--- src/rtl/acr_pkg.sv ---
package acr_pkg;

   // ----------------------------------------
   // register map
   // ----------------------------------------
   localparam int ADDR_W = 8;
   localparam int DATA_W = 32;
   // register indices; byte address is four times the index
   localparam logic [5:0] IDX_CTRL0 = 6'h00;
   localparam logic [5:0] IDX_CTRL1 = 6'h01;
   localparam logic [ADDR_W-1:0] ADDR_CTRL0 = {IDX_CTRL0, 2'h0};
   localparam logic [ADDR_W-1:0] ADDR_CTRL1 = {IDX_CTRL1, 2'h0};

   // ----------------------------------------
   // reset values
   // ----------------------------------------
   localparam logic [DATA_W-1:0] CTRL0_RST = 32'h0000_0000;
   localparam logic [DATA_W-1:0] CTRL1_RST = 32'h0000_0000;

   // ----------------------------------------
   // field positions, analog_control_0
   // ----------------------------------------
   localparam int C0_OSC_SCALE = 18;
   localparam int C0_CHB_SRC = 13;
   localparam int C0_CUR_NORMAL = 11;
   localparam int C0_VOLT_NORMAL = 10;

   // ----------------------------------------
   // field positions, analog_control_1
   // ----------------------------------------
   localparam int C1_ADC_RATE_LSB = 30;
   localparam int C1_OSC_TRIM_LSB = 24;
   localparam int C1_OSC_PD = 22;
   localparam int C1_GAIN_B_LSB = 12;
   localparam int C1_GAIN_V = 11;
   localparam int C1_GAIN_A_LSB = 8;
   localparam int C1_XTAL_DIS = 7;
   localparam int C1_BG_COARSE_LSB = 3;
   localparam int C1_BG_FINE_LSB = 0;

   // ----------------------------------------
   // field carriers
   // ----------------------------------------
   typedef struct packed {
      logic osc_scale_up;
      logic chan_b_source_select;
      logic current_inputs_normal;
      logic voltage_input_normal;
   } acr_ctrl0_t;

   typedef struct packed {
      logic [1:0] adc_clock_rate_select;
      logic [5:0] osc_frequency_trim;
      logic osc_power_down;
      logic [2:0] chan_b_current_gain;
      logic voltage_adc_gain;
      logic [2:0] chan_a_current_gain;
      logic ext_crystal_input_disable;
      logic [1:0] bandgap_coarse_trim;
      logic [2:0] bandgap_fine_trim;
   } acr_ctrl1_t;

   // decoded settings for the analog front end
   typedef struct packed {
      logic [3:0] adc_rate_quarters;
      logic [5:0] chan_a_gain;
      logic [5:0] chan_b_gain;
      logic [3:0] voltage_gain;
      logic signed [7:0] bandgap_coarse_ppm;
      logic signed [7:0] bandgap_fine_ppm;
      logic [1:0] gain_code_illegal;
   } acr_decode_t;

endpackage : acr_pkg

--- src/rtl/acr_top.sv ---
// Strobed register access is this design's own decision.
`timescale 1ns/10ps
// ----------------------------------------
// analog control register bank
// ----------------------------------------
module acr_top (
   // clock and reset
   input wire logic clk,
   input wire logic external_reset_pin,
   // synchronous reset requests from same-clock logic
   input wire logic line_reset_req,
   input wire logic soft_reset_req,
   // register port
   input wire logic [acr_pkg::ADDR_W-1:0] reg_addr,
   input wire logic [acr_pkg::DATA_W-1:0] reg_wdata,
   input wire logic reg_wr,
   input wire logic reg_rd,
   output logic [acr_pkg::DATA_W-1:0] reg_rdata,
   // analog front end controls
   output acr_pkg::acr_ctrl0_t ctrl0,
   output acr_pkg::acr_ctrl1_t ctrl1,
   output acr_pkg::acr_decode_t decode
);

   // ----------------------------------------
   // word packing
   // ----------------------------------------

   // register word from reg0 fields, reserved bits zero
   function automatic logic [31:0] pack0(input acr_pkg::acr_ctrl0_t c);
      logic [31:0] w;
      w = 32'h0000_0000;
      w[acr_pkg::C0_OSC_SCALE] = c.osc_scale_up;
      w[acr_pkg::C0_CHB_SRC] = c.chan_b_source_select;
      w[acr_pkg::C0_CUR_NORMAL] = c.current_inputs_normal;
      w[acr_pkg::C0_VOLT_NORMAL] = c.voltage_input_normal;
      return w;
   endfunction : pack0

   // reg0 fields from a word, reserved bits dropped
   function automatic acr_pkg::acr_ctrl0_t unpack0(input logic [31:0] w);
      acr_pkg::acr_ctrl0_t c;
      c.osc_scale_up = w[acr_pkg::C0_OSC_SCALE];
      c.chan_b_source_select = w[acr_pkg::C0_CHB_SRC];
      c.current_inputs_normal = w[acr_pkg::C0_CUR_NORMAL];
      c.voltage_input_normal = w[acr_pkg::C0_VOLT_NORMAL];
      return c;
   endfunction : unpack0

   // register word from reg1 fields, reserved bits zero
   function automatic logic [31:0] pack1(input acr_pkg::acr_ctrl1_t c);
      logic [31:0] w;
      w = 32'h0000_0000;
      w[acr_pkg::C1_ADC_RATE_LSB +: 2] = c.adc_clock_rate_select;
      w[acr_pkg::C1_OSC_TRIM_LSB +: 6] = c.osc_frequency_trim;
      w[acr_pkg::C1_OSC_PD] = c.osc_power_down;
      w[acr_pkg::C1_GAIN_B_LSB +: 3] = c.chan_b_current_gain;
      w[acr_pkg::C1_GAIN_V] = c.voltage_adc_gain;
      w[acr_pkg::C1_GAIN_A_LSB +: 3] = c.chan_a_current_gain;
      w[acr_pkg::C1_XTAL_DIS] = c.ext_crystal_input_disable;
      w[acr_pkg::C1_BG_COARSE_LSB +: 2] = c.bandgap_coarse_trim;
      w[acr_pkg::C1_BG_FINE_LSB +: 3] = c.bandgap_fine_trim;
      return w;
   endfunction : pack1

   // reg1 fields from a word, reserved bits dropped
   function automatic acr_pkg::acr_ctrl1_t unpack1(input logic [31:0] w);
      acr_pkg::acr_ctrl1_t c;
      c.adc_clock_rate_select = w[acr_pkg::C1_ADC_RATE_LSB +: 2];
      c.osc_frequency_trim = w[acr_pkg::C1_OSC_TRIM_LSB +: 6];
      c.osc_power_down = w[acr_pkg::C1_OSC_PD];
      c.chan_b_current_gain = w[acr_pkg::C1_GAIN_B_LSB +: 3];
      c.voltage_adc_gain = w[acr_pkg::C1_GAIN_V];
      c.chan_a_current_gain = w[acr_pkg::C1_GAIN_A_LSB +: 3];
      c.ext_crystal_input_disable = w[acr_pkg::C1_XTAL_DIS];
      c.bandgap_coarse_trim = w[acr_pkg::C1_BG_COARSE_LSB +: 2];
      c.bandgap_fine_trim = w[acr_pkg::C1_BG_FINE_LSB +: 3];
      return c;
   endfunction : unpack1

   // ----------------------------------------
   // field decoders
   // ----------------------------------------

   // current gain table; swap_ab picks the channel B ordering
   function automatic logic [5:0] cur_gain(input logic [2:0] code, input logic swap_ab);
      logic [5:0] g;
      g = 6'h00;
      unique case (code[1:0])
         2'h0: g = swap_ab ? 6'h04 : 6'h20;
         2'h1: g = swap_ab ? 6'h01 : 6'h10;
         2'h2: g = swap_ab ? 6'h20 : 6'h04;
         2'h3: g = swap_ab ? 6'h10 : 6'h01;
      endcase
      // prohibited codes report no gain
      if (code[2])
         g = 6'h00;
      return g;
   endfunction : cur_gain

   // next-state decode of the reg1 rate, gain and bandgap settings
   function automatic acr_pkg::acr_decode_t decode_fields(input acr_pkg::acr_ctrl1_t c);
      acr_pkg::acr_decode_t d;
      d = '0;
      // adc clock in quarters of the base rate
      unique case (c.adc_clock_rate_select)
         2'h0: d.adc_rate_quarters = 4'h4;
         2'h1: d.adc_rate_quarters = 4'h8;
         2'h2: d.adc_rate_quarters = 4'h1;
         2'h3: d.adc_rate_quarters = 4'h2;
      endcase
      d.chan_a_gain = cur_gain(c.chan_a_current_gain, 1'b0);
      d.chan_b_gain = cur_gain(c.chan_b_current_gain, 1'b1);
      d.voltage_gain = c.voltage_adc_gain ? 4'h4 : 4'h8;
      d.gain_code_illegal = {c.chan_b_current_gain[2], c.chan_a_current_gain[2]};
      unique case (c.bandgap_coarse_trim)
         2'h0: d.bandgap_coarse_ppm = 8'sd0;
         2'h1: d.bandgap_coarse_ppm = -8'sd58;
         2'h2: d.bandgap_coarse_ppm = 8'sd111;
         2'h3: d.bandgap_coarse_ppm = 8'sd56;
      endcase
      unique case (c.bandgap_fine_trim)
         3'h0: d.bandgap_fine_ppm = 8'sd0;
         3'h1: d.bandgap_fine_ppm = 8'sd7;
         3'h2: d.bandgap_fine_ppm = 8'sd14;
         3'h3: d.bandgap_fine_ppm = 8'sd28;
         3'h4: d.bandgap_fine_ppm = -8'sd32;
         3'h5: d.bandgap_fine_ppm = -8'sd21;
         3'h6: d.bandgap_fine_ppm = -8'sd14;
         3'h7: d.bandgap_fine_ppm = -8'sd7;
      endcase
      return d;
   endfunction : decode_fields

   // ----------------------------------------
   // address decode
   // ----------------------------------------
   logic hit0;
   logic hit1;
   logic clr_req;

   // only the two aligned words are mapped
   assign hit0 = (reg_addr == acr_pkg::ADDR_CTRL0);
   assign hit1 = (reg_addr == acr_pkg::ADDR_CTRL1);
   // line or global software reset
   assign clr_req = line_reset_req | soft_reset_req;

   // ----------------------------------------
   // register next values
   // ----------------------------------------
   acr_pkg::acr_ctrl0_t ctrl0_q;
   acr_pkg::acr_ctrl0_t ctrl0_d;
   acr_pkg::acr_ctrl1_t ctrl1_q;
   acr_pkg::acr_ctrl1_t ctrl1_d;
   acr_pkg::acr_decode_t decode_q;
   logic [acr_pkg::DATA_W-1:0] rdata_q;

   // reg0: reset request wins over a write in the same cycle
   always_comb
   begin
      ctrl0_d = ctrl0_q;
      if (clr_req)
         ctrl0_d = unpack0(acr_pkg::CTRL0_RST);
      else if (reg_wr && hit0)
         ctrl0_d = unpack0(reg_wdata);
   end

   // reg1: same priority as reg0
   always_comb
   begin
      ctrl1_d = ctrl1_q;
      if (clr_req)
         ctrl1_d = unpack1(acr_pkg::CTRL1_RST);
      else if (reg_wr && hit1)
         ctrl1_d = unpack1(reg_wdata);
   end

   // ----------------------------------------
   // state
   // ----------------------------------------

   // reg0 storage
   always_ff @(posedge clk or negedge external_reset_pin)
   begin
      if (!external_reset_pin)
         ctrl0_q <= '0;
      else
         ctrl0_q <= ctrl0_d;
   end

   // reg1 storage
   always_ff @(posedge clk or negedge external_reset_pin)
   begin
      if (!external_reset_pin)
         ctrl1_q <= '0;
      else
         ctrl1_q <= ctrl1_d;
   end

   // decoded settings, aligned with the fields
   always_ff @(posedge clk or negedge external_reset_pin)
   begin
      if (!external_reset_pin)
         decode_q <= '{adc_rate_quarters: 4'h4, chan_a_gain: 6'h20, chan_b_gain: 6'h04,
                       voltage_gain: 4'h8, default: '0};
      else
         decode_q <= decode_fields(ctrl1_d);
   end

   // read data stands only in the cycle after the strobe
   always_ff @(posedge clk or negedge external_reset_pin)
   begin
      if (!external_reset_pin)
         rdata_q <= 32'h0000_0000;
      else if (reg_rd && hit0)
         rdata_q <= pack0(ctrl0_q);
      else if (reg_rd && hit1)
         rdata_q <= pack1(ctrl1_q);
      else
         rdata_q <= 32'h0000_0000;
   end

   // outputs
   assign reg_rdata = rdata_q;
   assign ctrl0 = ctrl0_q;
   assign ctrl1 = ctrl1_q;
   assign decode = decode_q;
endmodule : acr_top

--- config.mk ---
export PLATFORM = sky130hd
export DESIGN_NAME = acr_top
export DESIGN_NICKNAME = d
export VERILOG_FILES = /design/src/rtl/acr_pkg.sv /design/src/rtl/acr_top.sv
export SDC_FILE = /design/constraint.sdc
export NUM_CORES = 1
export LEC_CHECK = 0
export BUFFER_PORTS_ARGS = -buffer_cell sky130_fd_sc_hd__clkbuf_2
export CORE_AREA = 2 2 91 102
export CTS_BUF_LIST = sky130_fd_sc_hd__clkbuf_8
export CTS_CLUSTER_DIAMETER = 150
export DETAILED_ROUTE_END_ITERATION = 8
export DIE_AREA = 0 0 93 104
export GPL_ROUTABILITY_DRIVEN = 0
export PLACE_DENSITY = 0.58
export SLEW_MARGIN = 20
export SYNTH_ARGS = -nofsm -noshare
export SYNTH_HDL_FRONTEND = slang
export SYNTH_SLANG_ARGS = --single-unit
--- constraint.sdc ---
create_clock -name clk -period 1.7 [get_ports clk]
set_input_delay 0.255 -clock clk [delete_from_list [all_inputs] [get_ports clk]]
set_output_delay 0.255 -clock clk [all_outputs]
set_load 0.01 [all_outputs]
==> impl_metrics.env <==
export IMPL_period_minus_slack_ns=1.72
export IMPL_n_fill_cell=850
export IMPL_ir_worst_vdd_v=0.000382
export IMPL_ffs_latches_synth=71
export IMPL_tritoncts="done"
export IMPL_placementRows=36
export IMPL_cp_start_kind="input pin"
export IMPL_power_net_switching_w=0.000711
export IMPL_route_detailed_vias_per_inst=4.38
export IMPL_fraction_of_final_layout_cells_sized_beyond_drive_strength_1=0.471
export IMPL_pwr_density_cell_nw_per_um2=771
export IMPL_status="finished, violations left"
export IMPL_critPathArrivalTime_ns=1.99
export IMPL_initialDrtViolationCount=46
export IMPL_failed_checks="setup timing"
export IMPL_setup_violations=6
export IMPL_area_growth_synth_to_final_pct=36.4
export IMPL_syn_area_sq_um=2970
export IMPL_ant_nets=0
export IMPL_wl_final_um=6890
export IMPL_p_clk_frac=0.408
export IMPL_first_pass_iters=4
export IMPL_synthesis_instances=256
export IMPL_grt_start_max_net_pins=31
export IMPL_cts_root_buffer="sky130_fd_sc_hd__clkbuf_8"
export IMPL_yosysUniqueCellTypes=36
export IMPL_place_detailed_hpwl_um=5090
export IMPL_num_io_pins=142
export IMPL_critPathCaptureType="flip-flop"
export IMPL_synth_async_reset_ratio=1.00
export IMPL_crit_path_max_fanout=8
export IMPL_place_area_sq_um=3760
export IMPL_antenna_found_initial=0
export IMPL_cts_clk_slew_worst_paths_ns=0.07
export IMPL_timing_hold_worst_class="input pin to flip-flop"
export IMPL_fmax_mhz=581
export IMPL_cts_made_buffers=9
export IMPL_initial_utilization=0.344
export IMPL_required_ns=1.97
export IMPL_fp_dieArea_sq_um=9670
export IMPL_htree_levels=3
export IMPL_grt_setup_unrepaired="yes"
export IMPL_die_w_um=93
export IMPL_total_global_route_track_usage=0.147
export IMPL_syn_area_per_cell_sq_um=11.6
export IMPL_ff_latch_area_sq_um=1780
export IMPL_comb_power_share=0.052
export IMPL_cts_sinks=71
export IMPL_multi_input_area_sq_um=1030
export IMPL_clk_path_buf_depth=2
export IMPL_slew_violations=0
export IMPL_synth_yosys_seq_area_share=0.599
export IMPL_port_buffers=117
export IMPL_clock_latency_ns=0.34
export IMPL_finish_instance_area_sq_um=4050
export IMPL_seq_power_share=0.540
export IMPL_timing_final_crit_share=1.01
export IMPL_coreArea_sq_um=8650
export IMPL_timing_clock_skew_ns=0.00478
export IMPL_path_class="input pin to flip-flop"
export IMPL_synthFlopType="sky130_fd_sc_hd__dfrtp_1"
export IMPL_die_height_um=104
export IMPL_antenna_diode_count=0
export IMPL_maxCapViolCount=0
export IMPL_global_route_wire_length_before_repair_um=11100
export IMPL_wl_per_cell_um=13.5
export IMPL_total_leakage_power_nw=2.16
export IMPL_remaining_drc_errors=0
export IMPL_pre_cts_ws_ns=-0.386
export IMPL_number_of_global_route_vias_before_repair=2196
export IMPL_synth_enable_flop_cells=0
export IMPL_internal_power_component_w=0.00242
export IMPL_fin_hold_ws_ns=0.125
export IMPL_nets=444
export IMPL_num_vias=2239
export IMPL_switching_share=0.227
export IMPL_synth_yosys_warnings=0
export IMPL_final_global_route_overflow_total=0
export IMPL_fin_ws_ns=-0.0218
export IMPL_timing_final_hold_violations=0
placed cells by master (no fill, tap or decap), drive strengths merged, types with 6 or more instances in the layout:
cell	instances
nand2	35
nor2	8
mux2	6
conb	15
dfrtp	67
ha	6
and2	20
clkbuf	124
inv	10
nor3	7
a21oi	15
mux2i	12
buf	30
worst max-delay path, stage by stage:
cell                      delay, ns
sky130_fd_sc_hd__buf_6         0.09
sky130_fd_sc_hd__or4b_4        0.55
sky130_fd_sc_hd__nor3_4        0.21
sky130_fd_sc_hd__buf_12        0.16
sky130_fd_sc_hd__mux2_4        0.34
sky130_fd_sc_hd__buf_12        0.13
sky130_fd_sc_hd__ha_4          0.14
sky130_fd_sc_hd__nor2b_1       0.11
cell families after synthesis:
group / synth area share
other: 0.00126
DFF: 0.599
and+or+nand+nor: 0.173
muxes: 0.0644
buffers and inverters: 0.0926
AOI/OAI and AO/OA: 0.0446
adders and majority gates: 0.0253
area by class of cell:
type / instances / share of cell area
clock buffer: 9 / 0.0306
clock inverter: 7 / 0.0160
inverter: 9 / 0.00957
multi-input combinational: 155 / 0.255
sequential: 71 / 0.440
tap: 114 / 0.0352
timing repair buffer: 146 / 0.214
synthesized netlist by cell type (3+ instances only):
cell type	count	area (sq um)
sky130_fd_sc_hd__ha_1	6	75.1
sky130_fd_sc_hd__and2_1	20	125
sky130_fd_sc_hd__clkbuf_1	7	26.3
sky130_fd_sc_hd__a22o_1	3	26.3
sky130_fd_sc_hd__inv_1	9	33.8
sky130_fd_sc_hd__nand2b_1	3	18.8
sky130_fd_sc_hd__dfrtp_1	67	1680
sky130_fd_sc_hd__mux2i_1	11	110
sky130_fd_sc_hd__mux2_2	6	67.6
sky130_fd_sc_hd__nand2_1	35	131
sky130_fd_sc_hd__dfstp_2	4	105
sky130_fd_sc_hd__nor3b_1	3	22.5
sky130_fd_sc_hd__nand3_1	3	15.0
sky130_fd_sc_hd__buf_4	25	188
sky130_fd_sc_hd__nand3b_1	4	30.0
sky130_fd_sc_hd__nor2_1	8	30.0
sky130_fd_sc_hd__a21oi_1	15	75.1
sky130_fd_sc_hd__nor3_1	5	25.0
what timing repair did:
action,CTS,global route
setup endpoints to repair,3,5
hold buffers,1,0
setup buffers,1,3
endpoints found under the hold margin,26,0
pin swaps,1,4
resized for setup,1,12
per-layer routing:
layer | part of all wire | up-vias | track usage
met3 | 0.066 | 11 | 0.0500
met5 | 0 | - | 0
met1 | 0.41 | 1071 | 0.173
met4 | 0.016 | 0 | 0.0483
met2 | 0.51 | 83 | 0.251
li1 | - | 1074 | -
worst paths after layout:
check / start / end / slack (ns) / depth (start not counted)
setup / recovery: reg_addr[0] / decode[4] / -0.02 / 8
hold / removal: reg_wdata[24] / ctrl1[14] / 0.12 / 3
setup reg to reg: ctrl1[6] / decode[28] / 0.45 / 3
hold reg to reg: ctrl1[17] / reg_rdata[27] / 0.51 / 1
max in group asynchronous: external_reset_pin / decode[24] / 0.71 / 3
min in group asynchronous: external_reset_pin / reg_rdata[13] / 0.38 / 2
power groups by stage:
stage	Combinational, W	Clock, W	Sequential (W)
6_report	0.000162	0.00128	0.00169
5_1_grt	0.000182	0.00142	0.00169
4_1_cts	0.000164	0.00133	0.00169
3_5_place_dp	0.000161	0	0.00172
3_3_place_gp	0.000159	0	0.00172
2_1_floorplan	0.0000691	0	0.00172
stage by stage:
stage / setup TNS (ns) / util / total power (W) / instances
floorplan: -4.90 / - / 0.00179 / 270
detailed placement: -8.07 / 0.435 / 0.00188 / 490
finish: -0.0458 / 0.469 / 0.00313 / 511
global placement: -7.46 / 0.435 / 0.00188 / 490
CTS: -0.0305 / 0.459 / 0.00319 / 508
global route: -0.211 / 0.469 / 0.00329 / 511
sequential cells by signal (all words and copies together), names as in the netlist:
register,count
ctrl0,4
ctrl1,19
decode,25
reg_rdata,23
No activity file was read; power rests on OpenSTA's default activity.
